===== config.mk =====
export PLATFORM = sky130hd
export DESIGN_NAME = sdsr_core
export DESIGN_NICKNAME = d
export VERILOG_FILES = /design/src/pkg/sdsr_pkg.sv /design/src/rtl/sdsr_mr_mem.sv /design/src/rtl/sdsr_core.sv
export SDC_FILE = /design/constraint.sdc
export NUM_CORES = 1
export LEC_CHECK = 0
export ABC_AREA = 0
export BUFFER_PORTS_ARGS = -buffer_cell sky130_fd_sc_hd__buf_2
export CORE_MARGIN = 2
export CORE_UTILIZATION = 53
export CTS_CLUSTER_SIZE = 28
export DETAILED_ROUTE_END_ITERATION = 8
export GPL_TIMING_DRIVEN = 0
export PLACE_DENSITY_LB_ADDON = 0.05
export SYNTH_ARGS = -nofsm -noshare
export SYNTH_HDL_FRONTEND = slang
export SYNTH_HIERARCHICAL = 1
export SYNTH_SLANG_ARGS = --single-unit

===== constraint.sdc =====
create_clock -name clk -period 2.68 [get_ports clk]
set_clock_uncertainty 0.2 [all_clocks]
set_input_delay 0.402 -clock clk [delete_from_list [all_inputs] [get_ports clk]]
set_output_delay 0.402 -clock clk [all_outputs]
set_load 0.05 [all_outputs]

===== src/pkg/sdsr_pkg.sv =====
/*
 * Constants, command codes and state encoding for the self-refresh and
 * mode register read block of a low-power DDR SDRAM model.
 * Assumes a single 100 MHz clock and a synchronous active-low reset.
 */
// What the document requires of device and controller
// RULE1 - Self-refresh entry: CKE low, CS low, CA=100
// RULE2 - Controller holds CKE high the cycle before
// RULE3 - No CKE drop during register or data ops
// RULE4 - Two NOPs, then input receivers switch off
// RULE5 - Controller holds CKE low to stay in
// RULE6 - In self-refresh only CKE matters
// RULE7 - One internal refresh soon; internal clock gated
// RULE8 - Controller honours minimum self-refresh residency
// RULE9 - Clock may stop; stable again before exit
// RULE10 - Clock stable two periods before exit edge
// RULE11 - Exit delay holds CKE high, NOPs only
// RULE12 - One refresh between two self-refresh stays
// RULE13 - Self-refresh entry only with banks idle
// RULE14 - Bank mask blocks refresh per bank
// RULE15 - Segment mask blocks refresh per segment
// RULE16 - Reserved mask register writes change nothing
// RULE17 - Mask bit one means masked
// RULE18 - Register read decode and register number
// RULE19 - Register data on low byte, first beat
// RULE20 - Eight-beat read burst, strobes toggle, uninterrupted
// RULE21 - Only NOPs during register read period
// RULE22 - Read/write to register read spacing
// RULE23 - Register read to write spacing
// RULE24 - Extra wait after idle power-down exit
package sdsr_pkg;
   // ---------------------------------------------------------------
   // Timing
   // ---------------------------------------------------------------
   localparam int CLK_NS = 10;                 // Clock period in ns
   localparam int CPDED_CYC = 2;               // NOPs after CKE falls
   localparam int TXSR_NS = 140;               // Exit delay in ns
   localparam int XSR_CYC = (TXSR_NS + CLK_NS - 1) / CLK_NS; // Rounded up
   localparam int RL_CYC = 8;                  // Read latency in cycles
   localparam int MRR_BL = 8;                  // Register read burst length
   localparam logic [4:0] MRR_FIRST = 5'(RL_CYC);              // First beat count
   localparam logic [4:0] MRR_LAST = 5'(RL_CYC + MRR_BL - 1);  // Last beat count

   // ---------------------------------------------------------------
   // Register numbers and reset values
   // ---------------------------------------------------------------
   localparam logic [5:0] MR_BANK_MASK = 6'h10;  // bank_refresh_mask_reg
   localparam logic [5:0] MR_SEG_MASK = 6'h11;   // segment_refresh_mask_reg
   localparam logic [5:0] MR_RSVD_MASK = 6'h12;  // Reserved mask register
   localparam logic [5:0] MR_CAL_A = 6'h20;      // calib_pattern_a_reg
   localparam logic [5:0] MR_CAL_B = 6'h28;      // calib_pattern_b_reg
   localparam logic [7:0] MASK_RST = 8'h00;      // Masks reset to all refreshed

   // ---------------------------------------------------------------
   // Command codes on CA3..CA0 at the rising edge, with care bits
   // ---------------------------------------------------------------
   localparam logic [3:0] CMD_SRE = 4'h4;       // CA2 high, CA1/CA0 low
   localparam logic [3:0] CARE_SRE = 4'h7;      // CA3 is not part of it
   localparam logic [3:0] CMD_MRR = 4'h8;       // CA3 high, CA2..CA0 low
   localparam logic [3:0] CMD_MRW = 4'h0;       // CA3..CA0 all low
   localparam logic [3:0] CARE_MR = 4'hf;

   // Power state of the device
   typedef enum logic [3:0] {
      ST_IDLE  = 4'b0001,
      ST_CPDED = 4'b0010,
      ST_SR    = 4'b0100,
      ST_XSR   = 4'b1000
   } sdsr_state_e;
endpackage


===== src/rtl/sdsr_mr_mem.sv =====
/*
 * Mode register storage: 64 words of 8 bits, one write port and one
 * registered read port. Assumes the writer filters reserved numbers.
 */
`timescale 1ns/1ps
module sdsr_mr_mem
#(
   parameter int AW = 6,
   parameter int DW = 8
)
(
   input wire logic clk,
   input wire logic rst_n,
   input wire logic we,
   input wire logic [AW-1:0] waddr,
   input wire logic [DW-1:0] wdata,
   input wire logic [AW-1:0] raddr,
   output logic [DW-1:0] rdata
);
   // ---------------------------------------------------------------
   // Storage
   // ---------------------------------------------------------------
   logic [DW-1:0] mem_r [2**AW];   // Register array

   // Write and registered read; reset clears so reads never return X
   always_ff @(posedge clk)
   begin
      if (!rst_n)
      begin
         for (int i = 0; i < 2**AW; i++)
         begin
            mem_r[i] <= '0;
         end
         rdata <= '0;
      end
      else
      begin
         if (we)
         begin
            mem_r[waddr] <= wdata;
         end
         rdata <= mem_r[raddr];
      end
   end
endmodule


===== src/rtl/sdsr_core.sv =====
/*
 * Device-side command logic for self-refresh entry, residency and exit,
 * partial array retention masks and the mode register read burst.
 * Assumes pins arrive asynchronously and pass two flops before use;
 * one DQ beat is produced per clock in this single-rate model.
 */
`timescale 1ns/1ps
module sdsr_core
   import sdsr_pkg::*;
#(
   parameter int SR_REF_CYC = 256,          // Internal refresh interval in self-refresh
   parameter logic [7:0] CAL_PAT_A = 8'h55, // Pattern A, plain default
   parameter logic [7:0] CAL_PAT_B = 8'h33  // Pattern B, plain default
)
(
   input wire logic clk,
   input wire logic rst_n,
   input wire logic cke,
   input wire logic cs_n,
   input wire logic [9:0] ca_r,
   input wire logic [9:0] ca_f,
   output logic sr_active,
   output logic rx_en,
   output logic iclk_en,
   output logic ref_pulse,
   output logic [7:0] ref_bank_en,
   output logic [7:0] ref_seg_en,
   output logic [15:0] dq_out,
   output logic dq_oe,
   output logic dqs_out,
   output logic dqs_oe
);
   // ---------------------------------------------------------------
   // State
   // ---------------------------------------------------------------
   typedef struct packed {
      sdsr_state_e st;            // Power state
      logic [1:0] cke_sy;         // CKE synchroniser
      logic [1:0] csn_sy;         // Chip select synchroniser
      logic [1:0][9:0] car_sy;    // Rising-half CA synchroniser
      logic [1:0][9:0] caf_sy;    // Falling-half CA synchroniser
      logic cke_q;                // CKE one cycle ago
      logic [15:0] tmr;           // Shared down-counter
      logic [7:0] bank_mask;      // Copy of bank mask
      logic [7:0] seg_mask;       // Copy of segment mask
      logic mrr_busy;             // Register read in flight
      logic [4:0] mrr_cnt;        // Cycles since register read
      logic [5:0] mrr_addr;       // Register being read
      logic mem_we;               // Storage write strobe
      logic [5:0] mem_waddr;
      logic [7:0] mem_wdata;
      logic sr_active;
      logic rx_en;
      logic iclk_en;
      logic ref_pulse;
      logic [7:0] ref_bank_en;
      logic [7:0] ref_seg_en;
      logic [15:0] dq_out;
      logic dq_oe;
      logic dqs_out;
      logic dqs_oe;
   } sdsr_reg_s;

   sdsr_reg_s r_r;                // Registered state
   sdsr_reg_s r_nxt;              // Next state
   logic [7:0] mem_rdata;         // Stored register value
   logic cmd_ok;                  // Synced CS low with CKE high the cycle before, in the idle state
   logic sre_hit;                 // Self-refresh entry decoded
   logic mrr_hit;                 // Register read decoded
   logic mrw_hit;                 // Register write decoded
   logic [5:0] mr_num;            // Register number from both halves
   logic mr_hi;                   // Register number beyond the stored range
   logic [2:0] beat;              // Burst beat index
   logic pat_bit;                 // Calibration bit for this beat

   // Command compare on CA3..CA0 with a care mask
   function automatic logic cmd_match(input logic [3:0] ca, input logic [3:0] code,
                                      input logic [3:0] care);
      cmd_match = ((ca ^ code) & care) == 4'h0;
   endfunction

   // ---------------------------------------------------------------
   // Decode, only in the idle state so that self-refresh ignores CA
   // ---------------------------------------------------------------
   assign cmd_ok = !r_r.csn_sy[1] && r_r.cke_q && r_r.st == ST_IDLE; // see RULE6
   // Entry needs CKE low now and high in the previous cycle
   assign sre_hit = !r_r.cke_sy[1] && cmd_ok
                    && cmd_match(r_r.car_sy[1][3:0], CMD_SRE, CARE_SRE); // see RULE1
   assign mrr_hit = r_r.cke_sy[1] && cmd_ok
                    && cmd_match(r_r.car_sy[1][3:0], CMD_MRR, CARE_MR); // see RULE18
   assign mrw_hit = r_r.cke_sy[1] && cmd_ok
                    && cmd_match(r_r.car_sy[1][3:0], CMD_MRW, CARE_MR);
   // Only 64 registers exist; the top two number bits are looked at apart
   assign mr_num = {r_r.car_sy[1][7:4], r_r.caf_sy[1][1:0]}; // see RULE18
   assign mr_hi = |r_r.car_sy[1][9:8];

   // ---------------------------------------------------------------
   // Next-state logic
   // ---------------------------------------------------------------
   always_comb
   begin
      r_nxt = r_r;
      beat = 3'h0;
      pat_bit = 1'b0;
      // First flops feed only the second flops
      r_nxt.cke_sy = {r_r.cke_sy[0], cke};
      r_nxt.csn_sy = {r_r.csn_sy[0], cs_n};
      r_nxt.car_sy = {r_r.car_sy[0], ca_r};
      r_nxt.caf_sy = {r_r.caf_sy[0], ca_f};
      r_nxt.cke_q = r_r.cke_sy[1];
      r_nxt.ref_pulse = 1'b0;
      r_nxt.mem_we = 1'b0;
      case (r_r.st)
         ST_IDLE:
         begin
            // Entry: receivers stay on through the NOP period
            if (sre_hit)
            begin
               r_nxt.st = ST_CPDED;
               r_nxt.tmr = 16'(CPDED_CYC - 1); // see RULE4
            end
         end
         ST_CPDED:
         begin
            if (r_r.tmr != 16'h0)
            begin
               r_nxt.tmr = r_r.tmr - 16'h1;
            end
            else
            begin
               // Period over: receivers and internal clock off, refresh at once
               r_nxt.st = ST_SR;
               r_nxt.rx_en = 1'b0; // see RULE4
               r_nxt.iclk_en = 1'b0; // see RULE7
               r_nxt.sr_active = 1'b1;
               r_nxt.ref_pulse = 1'b1; // see RULE7
               r_nxt.tmr = 16'(SR_REF_CYC - 1);
            end
         end
         ST_SR:
         begin
            // Only CKE is looked at here
            if (r_r.cke_sy[1])
            begin
               r_nxt.st = ST_XSR;
               r_nxt.rx_en = 1'b1;
               r_nxt.iclk_en = 1'b1;
               r_nxt.tmr = 16'(XSR_CYC - 1);
            end
            else if (r_r.tmr == 16'h0)
            begin
               // Internal timer counts input clock cycles to keep the array alive
               r_nxt.ref_pulse = 1'b1; // see RULE6
               r_nxt.tmr = 16'(SR_REF_CYC - 1);
            end
            else
            begin
               r_nxt.tmr = r_r.tmr - 16'h1;
            end
         end
         ST_XSR:
         begin
            // Commands during the exit delay are not decoded
            if (r_r.tmr == 16'h0)
            begin
               r_nxt.st = ST_IDLE;
               r_nxt.sr_active = 1'b0;
            end
            else
            begin
               r_nxt.tmr = r_r.tmr - 16'h1;
            end
         end
         default:
         begin
            r_nxt.st = ST_IDLE;
         end
      endcase

      // Mask bits of one mean masked; refresh enables are their inverse
      r_nxt.ref_bank_en = ~r_r.bank_mask; // see RULE14 see RULE17
      r_nxt.ref_seg_en = ~r_r.seg_mask; // see RULE15 see RULE17

      // Register write: reserved and out-of-range numbers are dropped entirely
      if (mrw_hit && !mr_hi && mr_num != MR_RSVD_MASK) // see RULE16
      begin
         r_nxt.mem_we = 1'b1;
         r_nxt.mem_waddr = mr_num;
         r_nxt.mem_wdata = r_r.caf_sy[1][9:2];
         if (mr_num == MR_BANK_MASK)
         begin
            r_nxt.bank_mask = r_r.caf_sy[1][9:2]; // see RULE14
         end
         if (mr_num == MR_SEG_MASK)
         begin
            r_nxt.seg_mask = r_r.caf_sy[1][9:2]; // see RULE15
         end
      end

      // Register read burst; a new read is ignored while one runs
      if (r_r.mrr_busy)
      begin
         if (r_r.mrr_cnt == MRR_LAST)
         begin
            r_nxt.mrr_busy = 1'b0;
            r_nxt.mrr_cnt = 5'h0;
         end
         else
         begin
            r_nxt.mrr_cnt = r_r.mrr_cnt + 5'h1; // see RULE20
         end
      end
      else if (mrr_hit)
      begin
         r_nxt.mrr_busy = 1'b1;
         r_nxt.mrr_cnt = 5'h1;
         // Out-of-range reads fetch the never-written reserved word, so no aliasing
         r_nxt.mrr_addr = mr_hi ? MR_RSVD_MASK : mr_num;
      end

      // Data and strobe for the coming cycle
      r_nxt.dq_oe = r_nxt.mrr_busy && r_nxt.mrr_cnt >= MRR_FIRST;
      r_nxt.dqs_oe = r_nxt.dq_oe;
      r_nxt.dqs_out = r_nxt.dq_oe ? ~r_r.dqs_out : 1'b0; // see RULE20
      r_nxt.dq_out = 16'h0;
      if (r_nxt.dq_oe)
      begin
         beat = 3'(r_nxt.mrr_cnt - MRR_FIRST);
         if (r_r.mrr_addr == MR_CAL_A || r_r.mrr_addr == MR_CAL_B)
         begin
            // Pattern bit copied onto every lane, all beats meaningful
            pat_bit = (r_r.mrr_addr == MR_CAL_A) ? CAL_PAT_A[beat] : CAL_PAT_B[beat];
            r_nxt.dq_out = {16{pat_bit}};
         end
         else if (beat == 3'h0)
         begin
            // Upper lanes and later beats are driven low as their value is free
            r_nxt.dq_out = {8'h00, mem_rdata}; // see RULE19
         end
      end
   end

   // ---------------------------------------------------------------
   // State register
   // ---------------------------------------------------------------
   always_ff @(posedge clk)
   begin
      if (!rst_n)
      begin
         // Chip select synchroniser starts deselected, its idle level
         r_r <= '{st: ST_IDLE, csn_sy: 2'b11, bank_mask: MASK_RST, seg_mask: MASK_RST,
                  rx_en: 1'b1, iclk_en: 1'b1, ref_bank_en: 8'hff,
                  ref_seg_en: 8'hff, default: '0};
      end
      else
      begin
         r_r <= r_nxt;
      end
   end

   // Register storage for read-back
   sdsr_mr_mem #(.AW(6), .DW(8)) u_mem (
      .clk(clk),
      .rst_n(rst_n),
      .we(r_r.mem_we),
      .waddr(r_r.mem_waddr),
      .wdata(r_r.mem_wdata),
      .raddr(r_r.mrr_addr),
      .rdata(mem_rdata)
   );

   // ---------------------------------------------------------------
   // Outputs straight from the state flops
   // ---------------------------------------------------------------
   assign sr_active = r_r.sr_active;
   assign rx_en = r_r.rx_en;
   assign iclk_en = r_r.iclk_en;
   assign ref_pulse = r_r.ref_pulse;
   assign ref_bank_en = r_r.ref_bank_en;
   assign ref_seg_en = r_r.ref_seg_en;
   assign dq_out = r_r.dq_out;
   assign dq_oe = r_r.dq_oe;
   assign dqs_out = r_r.dqs_out;
   assign dqs_oe = r_r.dqs_oe;

   // ---------------------------------------------------------------
   // Assertions
   // ---------------------------------------------------------------
   localparam int A_RL = RL_CYC;  // Read latency for checks

   property p_sre_state;
      @(posedge clk) disable iff (!rst_n) sre_hit |=> r_r.st == ST_CPDED;
   endproperty
   a_sre_state: assert property (p_sre_state) else $error("entry not taken"); // see RULE1

   property p_cpded;
      @(posedge clk) disable iff (!rst_n) sre_hit |=> rx_en ##1 rx_en ##1 !rx_en;
   endproperty
   a_cpded: assert property (p_cpded) else $error("receivers off at wrong cycle"); // see RULE4

   property p_sr_ignore;
      @(posedge clk) disable iff (!rst_n)
         r_r.st != ST_IDLE |=> $stable(r_r.bank_mask) && !r_r.mem_we && !$rose(r_r.mrr_busy);
   endproperty
   a_sr_ignore: assert property (p_sr_ignore) else $error("command taken in low power"); // see RULE6

   property p_first_ref;
      @(posedge clk) disable iff (!rst_n)
         $rose(r_r.st == ST_SR) |-> ref_pulse && !iclk_en;
   endproperty
   a_first_ref: assert property (p_first_ref) else $error("no refresh at entry"); // see RULE7

   property p_bank_en;
      @(posedge clk) disable iff (!rst_n)
         ref_pulse |-> ref_bank_en == ~$past(r_r.bank_mask);
   endproperty
   a_bank_en: assert property (p_bank_en) else $error("bank enables wrong"); // see RULE14

   property p_seg_en;
      @(posedge clk) disable iff (!rst_n)
         ref_pulse |-> ref_seg_en == ~$past(r_r.seg_mask);
   endproperty
   a_seg_en: assert property (p_seg_en) else $error("segment enables wrong"); // see RULE15

   property p_rsvd;
      @(posedge clk) disable iff (!rst_n)
         mrw_hit && mr_num == MR_RSVD_MASK |=>
            !r_r.mem_we && $stable(r_r.bank_mask) && $stable(r_r.seg_mask);
   endproperty
   a_rsvd: assert property (p_rsvd) else $error("reserved write had effect"); // see RULE16

   property p_mrr_lat;
      @(posedge clk) disable iff (!rst_n)
         mrr_hit && !r_r.mrr_busy |-> !dq_oe ##A_RL dq_oe;
   endproperty
   a_mrr_lat: assert property (p_mrr_lat) else $error("read latency wrong"); // see RULE19

   property p_burst;
      @(posedge clk) disable iff (!rst_n) $rose(dq_oe) |-> dq_oe [*8] ##1 !dq_oe;
   endproperty
   a_burst: assert property (p_burst) else $error("burst not eight beats"); // see RULE20

   property p_dqs;
      @(posedge clk) disable iff (!rst_n) dq_oe && $past(dq_oe) |-> dqs_out != $past(dqs_out);
   endproperty
   a_dqs: assert property (p_dqs) else $error("strobe not toggling"); // see RULE20

   c_sr_exit: cover property (@(posedge clk) disable iff (!rst_n)
      $fell(sr_active));
   c_sr_ref: cover property (@(posedge clk) disable iff (!rst_n)
      r_r.st == ST_SR && ref_pulse && $past(r_r.st == ST_SR));
   c_mrr: cover property (@(posedge clk) disable iff (!rst_n) $fell(dq_oe));
endmodule


# Word-level counts from Yosys, hierarchy flattened
# Memories as Yosys holds them, arrays and structs flattened. A register that Yosys moved wholly into a read port is not among the register bits.
# Index checks and enable logic that the tools add are counted.
# W data, S select, Z words.
dict set report op_classes {
  bitwise 6
  muxes 36
  reduce_logical 34
  n_eq_ne 15
  n_lt_le_gt_ge 2
  n_addsub 3
}
# op n
set ops {}
lappend ops {{$mux W16} 6}
lappend ops {{$pmux W16 S4} 1}
lappend ops {{$mux W4} 5}
lappend ops {{$mux W6} 3}
lappend ops {{$logic_not A16 Y1} 1}
lappend ops {{$mux W8} 2}
lappend ops {{$not A8 Y8} 2}
lappend ops {{$pmux W4 S4} 1}
lappend ops {{$reduce_bool A16 Y1} 1}
lappend ops {{$sub A16 B1 Y16 const B} 1}
lappend ops {{$mux W15} 1}
lappend ops {{$eq A6 B5 Y1 const B} 2}
lappend ops {{$eq A6 B6 Y1 const B} 2}
lappend ops {{$logic_not A4 Y1} 3}
lappend ops {{$mux W1} 12}
lappend ops {{$mux W12} 1}
lappend ops {{$logic_and A1 B1 Y1} 10}
lappend ops {{$ne A2 B2 Y1 const B} 5}
lappend ops {{$reduce_and A3 Y1} 3}
lappend ops {{$reduce_and A2 Y1} 4}
lappend ops {{$reduce_or A8 Y1} 1}
lappend ops {{$ne A6 B5 Y1 const B} 1}
lappend ops {{$pmux W3 S2} 1}
lappend ops {{$add A5 B1 Y5 const B} 1}
lappend ops {{other kinds (19)} 26}
dict set report totals {
  input_bits 24
  regBits 146
  mem_count 3
  romBits 16
  output_inout_bits 39
  mem_bits_rw 512
  wordCells 125
}
# memory words width read_ports rd_ports_with_merged_regs wr line_no
set memory_table {}
lappend memory_table {u_mem.mem_r 64 8 1 1 64 sdsr_mr_mem.sv:23} ;# logic [DW-1:0] mem_r [2**AW];
lappend memory_table {{(no name shown)} 8 1 1 0 0 sdsr_core.sv:232} ;# pat_bit = (r_r.mrr_addr == MR_CAL_A) ? CAL_PAT_A[beat] : CAL_PAT_B[beat];
lappend memory_table {{(no name shown)} 8 1 1 0 0 sdsr_core.sv:232}

# Depth between registers and ports, before layout
# Gate-level depths: netlist of the first run.
dict set report depth {
  depth_word 12
  mapped_depth 9
  ltp_nobuf 8
}

# Cells and area by module
# Netlist of the first run, hierarchy kept.
# mod instances cells_per_inst seq_area_each_um2 area_each_um2
set by_module_without_submodules {}
lappend by_module_without_submodules {sdsr_mr_mem 1 1582 15534.9 24043.1}
lappend by_module_without_submodules {sdsr_core 1 524 2762.6 5144.9}

# Worst setup path after synthesis of the first run
# OpenSTA, ideal clock, no wires.
dict set report synth_path {
  path_kind {flip-flop to flip-flop}
  from {reg r_r[52] in the netlist's numbering}
  to {mem u_mem.mem_r[32][0] (enable)}
  path_slack_ns 0.349
  setup_ns 0.384
  synth_period_minus_slack_ns 2.331
  t_required_ns 2.096
  n_path_buf 2
  path_stages_with_launch 5
  t_arrival_ns 1.747
  path_cell_list {dfxtp_1 > or3b_1 > clkbuf_1 > clkbuf_1 > o21ai_0}
}
# element line_no
set synth_lines {}
lappend synth_lines {{start: declaration} sdsr_core.sv:64} ;# sdsr_reg_s r_r;
lappend synth_lines {{start signal: assignment} sdsr_core.sv:251} ;# r_r <= '{st: ST_IDLE, csn_sy: 2'b11, bank_mask: MASK_RST, seg_mask: MASK_RST,
lappend synth_lines {{start signal: assignment} sdsr_core.sv:257} ;# r_r <= r_nxt;
lappend synth_lines {{end: declaration} sdsr_mr_mem.sv:23}

==> results of run 1 <==
-- registers in the layout, indices dropped and copies added, names as in the netlist --
name and count:
rx_en 1, ref_seg_en 8, u_mem/rdata 8, r_r 79, u_mem/mem_r 512, dq_out 9, ref_pulse 1, dqs_out 1
sr_active 1, mr_num 6, r_nxt 23, ref_bank_en 8, dqs_oe 1
-- kinds of logic after synthesis --
logic type,share of synthesized area [%]
and+or+nand+nor,17.3
DFF,62.7
adders and majority gates,0.0857
xor gates and xnor gates,0.270
muxes,11.6
buffers and inverters,3.79
AOI/OAI and AO/OA,4.24
-- critical path: cells and delay by family (launching register included) --
family	cells	cell delay, ns
mux	2	0.31
compound gates	3	1.00
buf+inv	2	0.55
flops	1	0.49
-- routing by layer --
layer / part of all wire (%) / wire length (um) / track usage [%] / vias up
met5: 0 / 0 / 0 / -
met4: 5.5 / 4860 / 15.4 / 0
met3: 10 / 9290 / 7.15 / 266
met2: 44 / 38900 / 47.0 / 1101
met1: 40 / 35600 / 44.2 / 9381
li1: - / - / - / 7974
-- power by group --
part	internal [W]	switching [W]	total, W
Clock	0.00559	0.00402	0.00961
Sequential	0.0113	0.0000905	0.0113
Combinational	0.000215	0.000397	0.000612
-- stage by stage --
step	power (W)	cell area [sq um]	utilization [%]	hold slack (ns)	setup TNS [ns]
final	0.0216	33900	61.9	0.188	-0.0943
after global routing	0.0221	33900	61.9	0.206	-0.356
after CTS	0.0217	33700	61.5	0.188	-1.56
after detailed placement	0.0121	30400	55.6	0.175	-570.80
after global placement	0.0121	30400	55.5	0.175	-617.19
after floorplan	0.0118	29200	-	0.157	0
-- cells in the mapped netlist (3+ instances only) --
master	number	share of area (%)
a2111oi_0	5	0.15
a211oi_1	5	0.13
a21oi_1	36	0.62
a22o_1	5	0.15
a31oi_1	3	0.064
and2_1	558	12
and3_1	4	0.086
buf_1	9	0.12
buf_2	10	0.17
buf_4	48	1.2
buf_6	19	0.73
clkbuf_1	88	1.1
clkbuf_8	3	0.14
dfxtp_1	146	10
edfxtp_1	512	53
inv_1	6	0.077
mux2i_1	40	1.4
mux4_1	14	1.3
mux4_2	116	9.0
nand2_1	67	0.86
nand2b_1	12	0.26
nand3_1	20	0.34
nand3b_1	6	0.15
nor2_1	147	1.9
nor2b_1	8	0.17
nor3_1	17	0.29
nor4_1	8	0.17
nor4b_1	3	0.090
o21a_1	4	0.10
o21ai_0	77	1.3
o21ai_1	3	0.051
o21bai_1	4	0.10
o22ai_1	21	0.45
o32ai_1	5	0.15
or2b_1	3	0.077
or3_1	6	0.13
xnor2_1	8	0.24
-- cell type report --
class                   count  share of cell area, %
repair buffers             95                   1.81
plain buffers             180                   3.77
well taps                 704                   2.60
inverters                   8                 0.0885
flip-flops and latches    658                   54.0
diodes                      1                0.00738
multi-input cells        1260                   31.1
clock buffers             111                   6.30
clock inverters            18                  0.395
-- worst paths after layout --
| check | cells after the start | from | slack (ns) | end |
|---|---|---|---|---|
| worst min-delay path | 1 | r_r[74] | 0.19 | ref_bank_en[0] |
| worst max register to register | 7 | r_r[56] | -0.05 | u_mem/rdata[4] |
| worst max-delay path | 7 | r_r[56] | -0.05 | u_mem/rdata[4] |
| worst min register to register | 1 | r_r[74] | 0.19 | ref_bank_en[0] |
-- timing repair --
item / CTS / global route
gates resized for setup: 224 / 55
hold buffers: 22 / 0
endpoints found under the setup margin: 645 / 453
hold endpoints to repair: 22 / 0
pin swaps: 2 / 2
setup buffers: 0 / 2
==> results_dict.tcl, run 1 <==
set metrics [dict create \
    arrival_ns 2.99 \
    post-route-min-period_ns 2.73 \
    ys_seq_elements 658 \
    syn-mean-instance-area_sq_um 13.9 \
    design.core.area_sq_um 54800 \
    final_max_slew_viol_count 0 \
    ios 63 \
    first_pass_iters 6 \
    n_fill_cell 4154 \
    final_cell_mix "and2_1 (558), edfxtp_1 (512), dfxtp_1 (140)" \
    pwr_density_cell_nw_per_um2 636 \
    syn_nets 2132 \
    grt_pass1_wl_um 127000 \
    ys.warnings.count 6 \
    fin_nets 2300 \
    grt_overflow 0 \
    fin_ws_ns -0.0536 \
    worst_pin_slew_ns 1.19 \
    cts_tree "built" \
    peakVddDrop_mv 0.489 \
    synth_cell_types 86 \
    required_ns 2.94 \
    cp-end-kind "register" \
    wl_um 88600 \
    io_buffers 62 \
    rsz0062_at_grt "yes" \
    cts_buffers 71 \
    grt_max_degree 14 \
    relSlewSlack_pct 20.6 \
    wl_per_cell_um 29.2 \
    vias 18700 \
    grtUsageTotal_pct 31.6 \
    root_buffer "clkbuf_16" \
    leakagePower_nw 12.2 \
    drv_cap 0 \
    clock_latency_ns 0.61 \
    drtIter0Drc 2150 \
    final_common_cell "and2_1" \
    crit_type "register to register" \
    syn-cell-area_sq_um 29200 \
    grt_pass1_vias 18200 \
    clock.fmax_ghz 0.366 \
    worst_path_max_delay_cell "a21oi_1" \
    synthArstFlopShare_pct 0 \
    antenna_left 0 \
    cts.sinks 658 \
    cp_max_fo 10 \
    rows 86 \
    post-place-ws_ns -1.26 \
    synth_edf_count 512 \
    drive_gt1_share_pct 22.5 \
    fp.dieH_um 239 \
    synth_flop_cell "edfxtp_1" \
    final-seq-area_sq_um 18300 \
    syn_inst 2106 \
    placedCellCount 2881 \
    clockBufferDepth 3 \
    fin_cells 3035 \
    area_growth_pct 16.2 \
    start_kind "register" \
    post_drt_via_cell_ratio 6.17 \
    hp-class "register to register" \
    htreeDepth 3 \
    post-route-drc-count 0 \
    synth_seq_area_share_pct 62.7 \
    multiInputGateArea_sq_um 10500 \
    violations "negative setup slack" \
    hpwl_um 59600 \
    final.period_utilization_pct 102 \
    gp_congestion 1.03 \
    die_area_sq_um 57000 \
    finalSetupViolCount 3 \
    initial_core_util_pct 53.3 \
    antenna_found_initial 2 \
    clkTransAtPathRegs_ns 0.06 \
    slowest_delay_ns 0.52 \
    die_w_um 239 \
    hold_viol 0 \
    status "finished with violations" \
    crit_path_cell_trace "buf_6, clkbuf_4, mux4_2, mux2i_1, a21oi_1, o221ai_1, o21ai_1" \
]
(Power assumes the default switching activity.)
==> inputs of run 2 (changes only) <==
--- a/config.mk
+++ b/config.mk
@@ -6,6 +6,7 @@
 export NUM_CORES = 1
 export LEC_CHECK = 0
 export ABC_AREA = 0
+export ABC_CLOCK_PERIOD_IN_PS = 3440
 export BUFFER_PORTS_ARGS = -buffer_cell sky130_fd_sc_hd__buf_2
 export CORE_MARGIN = 2
 export CORE_UTILIZATION = 53
@@ -13,6 +14,7 @@
 export DETAILED_ROUTE_END_ITERATION = 8
 export GPL_TIMING_DRIVEN = 0
 export PLACE_DENSITY_LB_ADDON = 0.05
+export SLEW_MARGIN = 10
 export SYNTH_ARGS = -nofsm -noshare
 export SYNTH_HDL_FRONTEND = slang
 export SYNTH_HIERARCHICAL = 1
==> constraint.sdc (replaced) <==
create_clock -name clk -period 3.44 [get_ports clk]
set_clock_uncertainty 0.2 [all_clocks]
set_input_delay 0.516 -clock clk [delete_from_list [all_inputs] [get_ports clk]]
set_output_delay 0.516 -clock clk [all_outputs]
set_load 0.05 [all_outputs]
==> run 2 against run 1 <==
The run now ends clean; non-clock buffer count rose by 5; final cell count rose by 0.13%; global-route usage shrank 0.10 points; worst setup slack improved by 0.077 ns; register-to-register slack gained 0.08 ns; core utilization shrank 1.7 points; fmax decreased by 20%; sequential cell count unchanged; combinational power shrank 28%; sequential share of layout area rose by 1.5 points; clock power shrank 22%.
==> results_dict.tcl, run 2 (synthesis gave the netlist of run 1 again) <==
set metrics [dict create \
    status "finished, final reports clean" \
    die_area_sq_um 57000 \
    rsz0062_at_grt "no" \
    hpwl_um 59800 \
    cts.sinks 658 \
    holdWs_ns 0.182 \
    first_pass_iters 6 \
    use_met3_pct 7.39 \
    die_w_um 239 \
    clock_latency_ns 0.61 \
    post-route-min-period_ns 3.42 \
    htreeDepth 3 \
    wl_per_cell_um 29.0 \
    initial_core_util_pct 53.3 \
    cts_buffers 71 \
    met1_usage_pct 44.0 \
    io_buffers 62 \
    ios 63 \
    grt_max_degree 15 \
    final_common_cell "and2_1" \
    drtIter0Drc 2182 \
    final.period_utilization_pct 99.3 \
    largest_reg_flops 512 \
    fin_ws_ns 0.0236 \
    crit_type "register to register" \
    peakVddDrop_mv 0.310 \
    clkTransAtPathRegs_ns 0.06 \
    arrival_ns 3.70 \
    design.core.area_sq_um 54800 \
    pwr_density_cell_nw_per_um2 507 \
    gp_congestion 1.03 \
    antenna_left 0 \
    cts_tree "built" \
    cp-end-kind "register" \
    grt-busiest-layer "met2" \
    root_buffer "clkbuf_16" \
    vias 18600 \
    grt_overflow 0 \
    post_drt_via_cell_ratio 6.12 \
    start_kind "register" \
    hp-class "register to register" \
    post-route-drc-count 0 \
    fin_cells 3039 \
    relSlewSlack_pct 22.2 \
    antenna_found_initial 2 \
    fp.dieH_um 239 \
    required_ns 3.73 \
    post-place-ws_ns -0.575 \
    placedCellCount 2888 \
    leakagePower_nw 11.9 \
    area_growth_pct 13.1 \
    final_max_slew_viol_count 0 \
    cp_max_fo 10 \
    clockBufferDepth 3 \
    grt_pass1_vias 18100 \
    clock.fmax_ghz 0.293 \
    wl_um 88100 \
    setup_tns_ns 0 \
    worst_pin_slew_ns 1.17 \
    hold_viol 0 \
    grtUsageTotal_pct 31.5 \
    finalSetupViolCount 0 \
    largest-register "u_mem/mem_r" \
    final_cell_mix "and2_1 (558), edfxtp_1 (512), nor2_1 (147)" \
    rows 86 \
    drive_gt1_share_pct 17.0 \
    drv_cap 0 \
    grt_util_met2_pct 46.9 \
    fin_nets 2305 \
    grt_pass1_wl_um 126000 \
]
-- run 2: cell types whose count changed in the layout (fill, tap and decap cells not counted), sizes merged --
cell / delta
diode: +1
buf: +4
clkbuf: -6
clkinv: +4
clkinvlp: +1
-- run 2: final timing paths --
kind                start             end  depth (start not counted)  slack [ns]
setup / recovery  r_r[55]  u_mem/rdata[7]                          7        0.02
hold / removal    r_r[74]  ref_bank_en[0]                          1        0.18
setup reg to reg  r_r[55]  u_mem/rdata[7]                          7        0.02
hold reg to reg   r_r[74]  ref_bank_en[0]                          1        0.18
-- run 2: cell type report --
class | instances | area [sq um]
fillers | 4279 | 21800
flip-flops and latches | 658 | 18300
multi-input cells | 1260 | 9790
clock buffers | 104 | 2120
plain buffers | 180 | 1080
well taps | 704 | 881
repair buffers | 100 | 651
clock inverters | 23 | 153
inverters | 8 | 30.0
diodes | 2 | 5.00
-- run 2: through the flow --
stage	utilization, %	area, sq um	power, W
after detailed placement	55.7	30500	0.00942
final	60.3	33000	0.0167
after global placement	55.5	30400	0.00939
after CTS	60.3	33000	0.0168
after floorplan	-	29200	0.00920
after global routing	60.3	33000	0.0172
-- run 2: routing by layer --
layer | part of all wire [%] | routed length [um]
met1 | 41 | 36200
met2 | 44 | 38700
met3 | 10 | 8820
met4 | 4.9 | 4340
met5 | 0 | 0
-- run 2: report_power, final --
group / internal (W) / total, W / switching (W)
logic: 0.000148 / 0.000442 / 0.000293
registers: 0.00877 / 0.00884 / 0.0000705
clock network: 0.00436 / 0.00746 / 0.00311
-- run 2: what timing repair did --
action	in CTS	in global routing
gates resized for setup	3	0
hold buffers	22	0
hold endpoints to repair	22	0
setup buffers	0	0
setup endpoints to repair	17	0
-- run 2: worst max-delay path, stage by stage, from the launching register on --
cell and delay (ns):
dfxtp_1 0.48, buf_6 0.29, buf_6 0.27, clkbuf_8 0.30
mux4_1 0.26, mux2i_1 0.17, a2111oi_0 0.84, a22o_1 0.44
